<file path="config.mk">
export PLATFORM = sky130hd
export DESIGN_NAME = pcb_regs
export DESIGN_NICKNAME = d
export VERILOG_FILES = /design/src/pcb_regs_dummy_never.sv /design/src/pcb_pkg.sv /design/src/pcb_regs.sv
export SDC_FILE = /design/constraint.sdc
export NUM_CORES = 1
export LEC_CHECK = 0
export ABC_AREA = 0
export BUFFER_PORTS_ARGS = -buffer_cell sky130_fd_sc_hd__buf_4
export CAP_MARGIN = 15
export CORE_MARGIN = 2
export CORE_UTILIZATION = 50
export DETAILED_ROUTE_END_ITERATION = 10
export PLACE_DENSITY = 0.85
export SYNTH_ARGS = -nofsm -noshare
export SYNTH_HDL_FRONTEND = slang
export SYNTH_SLANG_ARGS = --single-unit
</file>
<file path="constraint.sdc">
create_clock -name clock_i -period 2.1 [get_ports clock_i]
set_input_delay 0.105 -clock clock_i [delete_from_list [all_inputs] [get_ports clock_i]]
set_output_delay 0.105 -clock clock_i [all_outputs]
set_load 0.05 [all_outputs]
</file>
<file path="src/pcb_regs_dummy_never.sv">
// holds no logic; the whole register block lives in pcb_regs.sv

</file>
<file path="src/pcb_pkg.sv">
// shared constants and carrier types for the config header bar registers
package pcb_pkg;

  // config space byte offsets
  localparam logic [7:0]  OFS_LAT_LINE   = 8'h0c;
  localparam logic [7:0]  OFS_HDR_SELF   = 8'h0e;
  localparam logic [7:0]  OFS_WIN_BASE   = 8'h10;

  // values after reset and fixed read values
  localparam logic [7:0]  LAT_RESET      = 8'h00;
  localparam logic [7:0]  LINE_RESET     = 8'h00;
  localparam logic [7:0]  SELF_TEST_VAL  = 8'h00;
  localparam logic [7:0]  HEADER_VAL     = 8'h00;
  localparam logic [20:0] WIN_BASE_RESET = 21'h00_0000;
  localparam logic [6:0]  WIN_SIZE_VAL   = 7'h00;
  localparam logic        WIN_PF_VAL     = 1'b0;
  localparam logic [1:0]  WIN_TYPE_VAL   = 2'h0;
  localparam logic        WIN_SPACE_VAL  = 1'b0;

  // field positions
  localparam int          WIN_BASE_LSB   = 11;
  localparam int          LAT_LSB        = 8;

  // latency counter limits
  localparam logic [7:0]  LAT_CNT_ZERO   = 8'h00;
  localparam logic [7:0]  LAT_CNT_MAX    = 8'hff;

  // one configuration access, byte offset dword aligned
  typedef struct packed {
    logic        valid;
    logic        write;
    logic [7:0]  addr;
    logic [3:0]  be;
    logic [31:0] wdata;
  } pcb_cfg_req_t;

  // initiator side status from the bus master engine
  typedef struct packed {
    logic frame_start;
    logic active;
    logic gnt_n;
  } pcb_init_t;

endpackage : pcb_pkg

</file>
<file path="src/pcb_regs.sv">
// latency timer, line size, header type and link window base registers
`timescale 1ns/1ps

module pcb_regs (
  input  wire logic                 clock_i,
  input  wire logic                 rst_n_i,
  input  wire pcb_pkg::pcb_cfg_req_t cfg_req_i,
  output logic                      cfg_ack_o,
  output logic [31:0]               cfg_rdata_o,
  input  wire pcb_pkg::pcb_init_t   init_i,
  output logic                      lat_expired_o,
  output logic                      init_stop_o,
  output logic [7:0]                line_span_words_o,
  input  wire logic                 mem_valid_i,
  input  wire logic [31:0]          mem_addr_i,
  input  wire logic                 mem_space_en_i,
  output logic                      mem_hit_o
);

  logic [7:0]  lat_reg;
  logic [7:0]  line_reg;
  logic [20:0] window_base_bits_reg;
  logic [7:0]  lat_cnt_reg;
  logic [7:0]  lat_cnt_next;
  logic        lat_expired_reg;
  logic        lat_expired_next;
  logic        init_stop_reg;
  logic        init_stop_next;
  logic        cfg_ack_reg;
  logic [31:0] cfg_rdata_reg;
  logic        mem_hit_reg;

  // access decode
  wire logic        wr_en      = cfg_req_i.valid & cfg_req_i.write;
  wire logic        rd_en      = cfg_req_i.valid & ~cfg_req_i.write;
  wire logic [5:0]  dword_sel  = cfg_req_i.addr[7:2];
  wire logic        sel_lat    = (dword_sel == pcb_pkg::OFS_LAT_LINE[7:2]);
  wire logic        sel_win    = (dword_sel == pcb_pkg::OFS_WIN_BASE[7:2]);
  wire logic        wr_line    = wr_en & sel_lat & cfg_req_i.be[0];
  wire logic        wr_lat     = wr_en & sel_lat & cfg_req_i.be[1];
  wire logic        wr_win_b1  = wr_en & sel_win & cfg_req_i.be[1];
  wire logic        wr_win_b2  = wr_en & sel_win & cfg_req_i.be[2];
  wire logic        wr_win_b3  = wr_en & sel_win & cfg_req_i.be[3];

  // fixed fields; byte lanes 2 and 3 of the 0ch dword have no storage
  wire logic [15:0] hdr_word   = {pcb_pkg::SELF_TEST_VAL,
                                  pcb_pkg::HEADER_VAL};
  wire logic [10:0] win_low    = {pcb_pkg::WIN_SIZE_VAL,
                                  pcb_pkg::WIN_PF_VAL,
                                  pcb_pkg::WIN_TYPE_VAL,
                                  pcb_pkg::WIN_SPACE_VAL};
  wire logic [31:0] word_lat   = {hdr_word, lat_reg, line_reg};
  wire logic [31:0] word_win   = {window_base_bits_reg, win_low};
  // unmapped dwords read as zero
  wire logic [31:0] rdata_next = sel_lat ? word_lat :
                                 sel_win ? word_win : 32'h0000_0000;

  // latency counter; saturates so a long burst cannot wrap and re-arm
  wire logic        cnt_at_max = (lat_cnt_reg == pcb_pkg::LAT_CNT_MAX);
  wire logic        limit_hit  = (lat_cnt_reg >= lat_reg);

  always_comb begin
    lat_cnt_next = lat_cnt_reg;
    if (init_i.frame_start) begin
      lat_cnt_next = pcb_pkg::LAT_CNT_ZERO;
    end else if (init_i.active && !cnt_at_max) begin
      lat_cnt_next = lat_cnt_reg + 8'h01;
    end
  end

  // expiry stays set until the next frame starts or active drops
  assign lat_expired_next = ~init_i.frame_start & init_i.active &
                            (lat_expired_reg | limit_hit);
  // grant removed is gnt_n high
  assign init_stop_next   = ~init_i.frame_start & init_i.active &
                            lat_expired_reg & init_i.gnt_n;

  wire logic win_match = (mem_addr_i[31:pcb_pkg::WIN_BASE_LSB] ==
                          window_base_bits_reg);

  always_ff @(posedge clock_i or negedge rst_n_i) begin
    if (!rst_n_i) begin
      lat_reg  <= pcb_pkg::LAT_RESET;
      line_reg <= pcb_pkg::LINE_RESET;
    end else begin
      if (wr_lat) begin
        lat_reg <= cfg_req_i.wdata[15:8];
      end
      if (wr_line) begin
        line_reg <= cfg_req_i.wdata[7:0];
      end
    end
  end

  always_ff @(posedge clock_i or negedge rst_n_i) begin
    if (!rst_n_i) begin
      window_base_bits_reg <= pcb_pkg::WIN_BASE_RESET;
    end else begin
      if (wr_win_b1) begin
        window_base_bits_reg[4:0] <= cfg_req_i.wdata[15:11];
      end
      if (wr_win_b2) begin
        window_base_bits_reg[12:5] <= cfg_req_i.wdata[23:16];
      end
      if (wr_win_b3) begin
        window_base_bits_reg[20:13] <= cfg_req_i.wdata[31:24];
      end
    end
  end

  always_ff @(posedge clock_i or negedge rst_n_i) begin
    if (!rst_n_i) begin
      cfg_ack_reg   <= 1'b0;
      cfg_rdata_reg <= 32'h0000_0000;
    end else begin
      cfg_ack_reg <= cfg_req_i.valid;
      if (rd_en) begin
        cfg_rdata_reg <= rdata_next;
      end
    end
  end

  always_ff @(posedge clock_i or negedge rst_n_i) begin
    if (!rst_n_i) begin
      lat_cnt_reg     <= pcb_pkg::LAT_CNT_ZERO;
      lat_expired_reg <= 1'b0;
      init_stop_reg   <= 1'b0;
      mem_hit_reg     <= 1'b0;
    end else begin
      lat_cnt_reg     <= lat_cnt_next;
      lat_expired_reg <= lat_expired_next;
      init_stop_reg   <= init_stop_next;
      mem_hit_reg     <= mem_valid_i & mem_space_en_i & win_match;
    end
  end

  assign cfg_ack_o         = cfg_ack_reg;
  assign cfg_rdata_o       = cfg_rdata_reg;
  assign lat_expired_o     = lat_expired_reg;
  assign init_stop_o       = init_stop_reg;
  assign line_span_words_o = line_reg;
  assign mem_hit_o         = mem_hit_reg;
endmodule : pcb_regs

</file>
### Word-level counts from Yosys, hierarchy flattened

Index checks and enable logic that the tools add are counted.

* output and inout port bits: 44
* logic and storage cells: 42
* input port bits: 85
* register bits: 81

* reductions and logical operators: 3
* bitwise logic cells: 18
* add/sub/neg operators: 1
* equal/unequal tests: 4
* mux-type cells: 4
* $lt $le $gt $ge: 1

Operators with widths (count)
* 2-to-1 mux 32 bit: 2
* equality test 21 bit: 1
* 2-to-1 mux 8 bit: 2
* bitwise AND 1 bit: 15
* adder 8 x 1 -> 8 bit, second input constant: 1
* equality test 8 bit, second input constant: 1
* greater-or-equal comparator 8 bit: 1
* equality test 6 x 2 -> 1 bit, second input constant: 1
* equality test 6 x 3 -> 1 bit, second input constant: 1
* inverter 1 bit: 2
* nonzero test 2 bit: 1
* logical AND 1 bit: 1
* logical NOT 1 bit: 1
* OR 1 bit: 1

### Longest topological paths before layout

Gate-level depths: netlist (run 1).

* word-level depth: 5
* depth in mapped cells: 6
* gate-level depth less buffers: 6

### Least setup slack after synthesis (run 1)

No wires, ideal clock.

* kind: input -> register
* start: input cfg_req_i[41] in the netlist's numbering
* end: register lat_reg[0]
* cell stages on the path: 5
* required time: 1.975 ns
* arrival time: 1.625 ns
* path buffers: 1
* slack: 0.350 ns
* library setup time: 0.125 ns
* cell sequence: or3_1 > nor3_2 > and4_1 > buf_2 > mux2_2

* cells in the longest elaborated chain, start to end: 3

RTL lines
* start: declaration: line pcb_regs.sv:7 `input wire pcb_pkg::pcb_cfg_req_t cfg_req_i,`
* equality test 6 x 2 -> 1 bit: line pcb_regs.sv:37 `wire logic sel_lat = (dword_sel == pcb_pkg::OFS_LAT_LINE[7:2]);`
* bitwise AND 1 bit (2 in a row): line pcb_regs.sv:40 `wire logic wr_lat = wr_en & sel_lat & cfg_req_i.be[1];`
* end signal: assignment: line pcb_regs.sv:83 `lat_reg <= pcb_pkg::LAT_RESET;`
* end signal: assignment: line pcb_regs.sv:87 `lat_reg <= cfg_req_i.wdata[15:8];`
* end: declaration: line pcb_regs.sv:20 `logic [7:0] lat_reg;`

No other way between the ends.
A chain may end at the register's enable or synchronous reset.

### Worst setup path in the final report (run 1)

* start: register lat_cnt_reg[0]
* end: register lat_expired_reg, in the netlist lat_expired_o

* cells in the longest elaborated chain, start to end: 3

RTL lines
* start: declaration: line pcb_regs.sv:23 `logic [7:0] lat_cnt_reg;`
* start signal: assignment: line pcb_regs.sv:125 `lat_cnt_reg <= pcb_pkg::LAT_CNT_ZERO;`
* start signal: assignment: line pcb_regs.sv:130 `lat_cnt_reg <= lat_cnt_next;`
* greater-or-equal comparator 8 bit: line pcb_regs.sv:60 `wire logic limit_hit = (lat_cnt_reg >= lat_reg);`
* OR 1 bit: line pcb_regs.sv:73 `(lat_expired_reg | limit_hit);`
* bitwise AND 1 bit: line pcb_regs.sv:72 `assign lat_expired_next = ~init_i.frame_start & init_i.active &`
* net lat_expired_next: line pcb_regs.sv:26 `logic lat_expired_next;`
* end signal: assignment: line pcb_regs.sv:131 `lat_expired_reg <= lat_expired_next;`
* end: declaration: line pcb_regs.sv:25 `logic lat_expired_reg;`

The timed path passes the listed nets, and every way through them passes these cells.

==> impl_metrics.ini, run 1 <==
[die]
die-height_um = 89.6
io_pins = 129
num_rows = 31
floorplan.die_area_um2 = 8020
core_area_um2 = 7180
initial_utilization_pct = 51.0
die_w_um = 89.6

[critical_path]
r2r-end = lat_expired_o
r2r-start = lat_cnt_reg[0]
startpoint_type = flop
reg2reg_slack_ns = 0.33
path_class = flop to flop
crit_chain = inv_1, ha_1, nand2b_1, a2111oi_0, o211ai_1, and3_1
crit_fanout = 3
worstSetupEndpointType = flop
crit_path_end = lat_expired_o
worstPathArrival_ns = 2.00
cp_data_required_time_ns = 2.33
critical_path.slowest_cell = a2111oi_0
cp-startpoint = lat_cnt_reg[0]
reg2reg_depth = 6
critPathMaxStageDelay_ns = 0.45

[worst_hold_path]
holdCritPathClass = input pin to flop

[timing]
tns_ns = 0
holdWs_ns = 0.0155
setup_viol = 0
fin_skew_ns = 0.0113
drv_slew = 0
finalCritPeriodShare_pct = 84.3
rsz0062_at_grt = false
tightestPinTransition_ns = 0.458
finalHoldViolCount = 0
min_period_ns = 1.77
clock.fmax_ghz = 0.565
max_slew_margin_pct = 69.5

[cts]
htreeDepth = 3
numCtsBuffers = 9
clock_sinks = 81
clockBufferDepth = 2
cts_tree = done
root_buffer = clkbuf_8
cts_resized = 0
clkTransAtPathRegs_ns = 0.08
worstSkewPairLatency_ns = 0.34

[grt]
antenna_found_initial = 0
track_usage_pct = 24.0
grt-ovfl-total = 0
grt_pass1_wl_mm = 14.5
grt_max_degree = 55
grt_pass1_vias = 3118

[power]
powerDensity_nw_per_um2 = 631
internal_power_uw = 2520
seq_power_share_pct = 49.5
leakagePower_uw = 0.00260
switching_power_uw = 790
p_comb_share_pct = 12.2
vdd.ir_drop.worst_uv = 372
clock_power_share_pct = 38.3
switching_share_pct = 23.8

[layout]
largest_reg_flops = 32
design_area_um2 = 5250
synthToLayoutAreaGrowth_pct = 43.3
insertedDiodeCount = 0
fin_nets = 577
drive_gt1_share_pct = 36.7

[yosys]
synth_top_area_share_pct = 55.4
synth_edf_count = 0
async_flop_share_pct = 100
postSynthCellCount = 329
yosysWarningCount = 0
syn_nets = 423
syn_area_per_cell_um2 = 11.1
synth-seq-cells = 81
synth_cell_types = 34
synth.most_common_cell = dfrtp_1
synthTopCellsByCount = 81 x dfrtp_1, 63 x nand2_1, 37 x mux2_2
ys.flop_type = dfrtp_1
synthTopCellsByArea = dfrtp_1 55%, mux2_2 11%, nand2_1 6.5%
synth_top_area_cell = dfrtp_1
syn-cell-area_um2 = 3660
seq_area_frac_synth_pct = 55.4

[routing]
avgRoutedWirePerCell_um = 15.5
viasPerCell = 5.05
postRouteAntennaNets = 0
drc = 0
vias = 2967
routed_wirelength_mm = 9.09
firstDrtPassIters = 4
drt_iter0_drc = 130

[place]
place.gp.congestion = 0.829
portBuffers = 115
dpl-instance-area_um2 = 4670
dp_hpwl_mm = 6.20

[run_status]
status = complete, no violations

[flow_run]
maxCapViolCount = 0
[final cells by class]
cell class,instances,area (um2)
fill,486,1930
timing repair buffer,156,1280
clock inverter,6,90.1
inverter,9,33.8
sequential,81,2030
tap,99,124
multi-input combinational,226,1550
clock buffer,10,138
[power groups by stage]
stage / sequential (uW) / combinational, uW / clock, uW
after detailed placement: 1670 / 349 / 0
after floorplan: 1700 / 114 / 0
final: 1640 / 405 / 1270
after global placement: 1660 / 340 / 0
after CTS: 1640 / 404 / 1300
after global routing: 1640 / 441 / 1360
[cell usage in the layout, fill, tap and decap left out, types with 2 or more instances in the layout]
| cell type | n |
|---|---|
| and3_1 | 3 |
| dfrtp_1 | 81 |
| mux2i_1 | 2 |
| nand3_1 | 7 |
| clkbuf_8 | 10 |
| dlygate4sd3_1 | 35 |
| and4_1 | 4 |
| nor4_1 | 4 |
| nand4_1 | 4 |
| inv_1 | 9 |
| xnor2_1 | 6 |
| a22oi_1 | 5 |
| mux2_2 | 37 |
| nor3_1 | 3 |
| nand4_2 | 2 |
| o21ai_0 | 36 |
| buf_4 | 119 |
| nor2_1 | 8 |
| bufinv_16 | 2 |
| nand2_1 | 63 |
| o211ai_1 | 2 |
| xor2_1 | 17 |
| buf_12 | 2 |
| ha_1 | 9 |
[worst min path at each step]
stage	start	to	slack, ns	cells after the start
2_1_floorplan	rst_n_i	cfg_ack_o	-0.19	0
3_3_place_gp	rst_n_i	cfg_rdata_o[29]	0.04	1
3_5_place_dp	rst_n_i	cfg_rdata_o[29]	0.05	1
4_1_cts	cfg_req_i[12]	window_base_bits_reg[1]	0.0008	2
5_1_grt	cfg_req_i[12]	window_base_bits_reg[1]	0.009	2
6_report	cfg_req_i[12]	window_base_bits_reg[1]	0.02	2
[layer usage]
layer  global-route usage [%]  vias up  wire length [um]
met2                     43.7       93              4740
met5                        0        -                 0
met4                     8.68        0               131
met1                     27.9     1417              3790
li1                         -     1444                 -
met3                     4.52       13               437
[critical path, delay by kind of cell (launching register included)]
family / cells / cell delay (ns)
compound gates: 2 / 0.61
buf+inv: 1 / 0.11
simple gates: 2 / 0.31
flops: 1 / 0.41
fa+ha+maj: 1 / 0.23
[stage by stage]
stage	total power, uW	cells	setup WS (ns)	utilization, %
4_1_cts	3340	587	0.317	73.1
2_1_floorplan	1810	329	0.350	-
3_5_place_dp	2020	536	0.140	65.0
5_1_grt	3440	587	0.171	73.1
6_report	3310	587	0.329	73.1
3_3_place_gp	2010	536	0.168	65.0
[cells by family after synthesis]
logic type	synth area share, %
simple gates	14.0
flops	55.4
compound gates	7.76
mux	11.9
xor+xnor	5.50
buf+inv	2.36
fa+ha+maj	3.08
[repair_timing]
action	4_1_cts	5_1_grt
hold endpoints to repair	69	0
hold buffers	35	0
setup buffers	0	0
Note: power is estimated with default switching activity, not from simulation.
==> inputs of run 2 (changes only) <==
--- a/config.mk
+++ b/config.mk
@@ -9,9 +9,9 @@
 export BUFFER_PORTS_ARGS = -buffer_cell sky130_fd_sc_hd__buf_4
 export CAP_MARGIN = 15
 export CORE_MARGIN = 2
-export CORE_UTILIZATION = 50
+export CORE_UTILIZATION = 45
 export DETAILED_ROUTE_END_ITERATION = 10
-export PLACE_DENSITY = 0.85
+export PLACE_DENSITY = 0.81
 export SYNTH_ARGS = -nofsm -noshare
 export SYNTH_HDL_FRONTEND = slang
 export SYNTH_SLANG_ARGS = --single-unit
==> constraint.sdc (replaced) <==
create_clock -name clock_i -period 1.55 [get_ports clock_i]
set_input_delay 0.0775 -clock clock_i [delete_from_list [all_inputs] [get_ports clock_i]]
set_output_delay 0.0775 -clock clock_i [all_outputs]
set_load 0.05 [all_outputs]
==> run 2 against run 1 <==
Sequential power increased by 35%; critical path depth decreased by 1; via count increased by 5.4%; routed wire length increased by 10%; sequential share of layout area decreased by 2.4 points; critical path type unchanged; highest routed layer unchanged.
==> impl_metrics.ini, run 2 (synthesis results as in run 1) <==
[run_status]
status = complete, no violations

[critical_path]
critPathMaxStageDelay_ns = 0.41
crit_path_end = lat_expired_o
crit_cells = 5
crit_fanout = 2
reg2reg_slack_ns = 0.03
critical_path.slowest_cell = dfrtp_1
crit_chain = ha_1, nand2b_4, a2111oi_4, o211ai_1, and3_1
cp_data_required_time_ns = 1.80
r2r-start = lat_reg[0]
r2r-end = lat_expired_o
crit_family = flip-flops
reg2reg_depth = 5
startpoint_type = flop
worstSetupEndpointType = flop
cp-startpoint = lat_reg[0]
path_class = flop to flop
path_buf_inv = 0
worstPathArrival_ns = 1.77

[power]
internal_power_uw = 3790
switching_share_pct = 22.9
leakagePower_uw = 0.00276
seq_power_share_pct = 45.3
switching_power_uw = 1120
vdd.ir_drop.worst_uv = 441
clock_power_share_pct = 42.3
powerDensity_nw_per_um2 = 878
power_uw = 4910
p_comb_share_pct = 12.4

[timing]
max_slew_margin_pct = 71.4
drv_slew = 0
fin_skew_ns = 0.00383
finalHoldViolCount = 0
tightestPinTransition_ns = 0.429
rsz0062_at_grt = true
clock.fmax_ghz = 0.657
min_period_ns = 1.52
finalCritPeriodShare_pct = 98.2
setup_viol = 0

[routing]
firstDrtPassIters = 4
drc = 0
vias = 3126
viasPerCell = 5.13
routed_wirelength_mm = 10.0
postRouteAntennaNets = 0
avgRoutedWirePerCell_um = 16.4
drt_iter0_drc = 76

[die]
core_area_um2 = 7810
io_pins = 129
num_rows = 32
die_w_um = 94.2
initial_utilization_pct = 46.9
floorplan.die_area_um2 = 8870
die-height_um = 94.2

[worst_hold_path]
min_from = init_i[0]
holdCritPathClass = input pin to flop

[cts]
cts_tree = done
clkTransAtPathRegs_ns = 0.08
numCtsBuffers = 9
root_buffer = clkbuf_8
clock_sinks = 81
clockBufferDepth = 2
htreeDepth = 3
worstSkewPairLatency_ns = 0.35

[flow_run]
maxCapViolCount = 0

[layout]
finish.utilization_pct = 71.6
design_area_um2 = 5590
insertedDiodeCount = 0
synthToLayoutAreaGrowth_pct = 52.8
largest_reg_flops = 32
drive_gt1_share_pct = 40.4
final_common_cell = buf_4
layout_common_cells = 135 x buf_4, 81 x dfrtp_1, 63 x nand2_1
fin_nets = 596

[grt]
grt_max_degree = 82
track_usage_pct = 23.8
grt-ovfl-total = 0
antenna_found_initial = 0
grt_pass1_vias = 3297
grt_pass1_wl_mm = 16.2

[place]
dp_hpwl_mm = 6.70
place.gp.congestion = 0.845
portBuffers = 115
dpl-instance-area_um2 = 4880
[run 2: repair_timing]
item,CTS,global route
gates resized for setup,2,8
setup buffers,0,1
hold buffers,37,0
endpoints found under the setup margin,1,4
hold endpoints to repair,128,0
pin swaps,3,3
[run 2: power by group through the flow]
stage          Clock [uW]  Sequential, uW  Combinational [uW]
3_5_place_dp            0            2260                 507
2_1_floorplan           0            2300                 173
3_3_place_gp            0            2260                 496
6_report             2070            2220                 610
4_1_cts              2090            2220                 590
5_1_grt              2190            2230                 659
[run 2: through the flow]
stage          hold slack (ns)  instances  TNS (ns)  setup WS, ns
6_report                0.0191        609         0        0.0279
5_1_grt                0.00842        609   -0.0651       -0.0651
4_1_cts                0.00297        608         0        0.0146
3_5_place_dp             0.140        555     -7.45        -0.250
3_3_place_gp             0.137        555     -6.43        -0.207
2_1_floorplan           -0.218        329    -0.841       -0.0265
[run 2: area by class of cell]
type | count | area, um2
clock buffers | 10 | 138
clock inverters | 6 | 138
fillers | 517 | 2220
inverters | 9 | 33.8
multi-input cells | 226 | 1680
flip-flops and latches | 81 | 2030
well taps | 102 | 128
repair buffers | 175 | 1450
[run 2: worst min-delay path by stage]
stage,slack (ns),cells after the start,endpoint
floorplan,-0.22,0,cfg_ack_o
global placement,0.14,2,cfg_rdata_o[22]
detailed placement,0.14,2,cfg_rdata_o[22]
CTS,0.003,2,init_stop_o
global route,0.008,2,init_stop_o
finish,0.02,2,init_stop_o
[run 2: per-layer routing]
layer / share of wire (%) / vias up / GRT usage [%]
li1: - / 1485 / -
met1: 42 / 1524 / 30.3
met2: 51 / 93 / 39.8
met3: 4.2 / 24 / 4.25
met4: 3.1 / 0 / 10.5
met5: 0 / - / 0
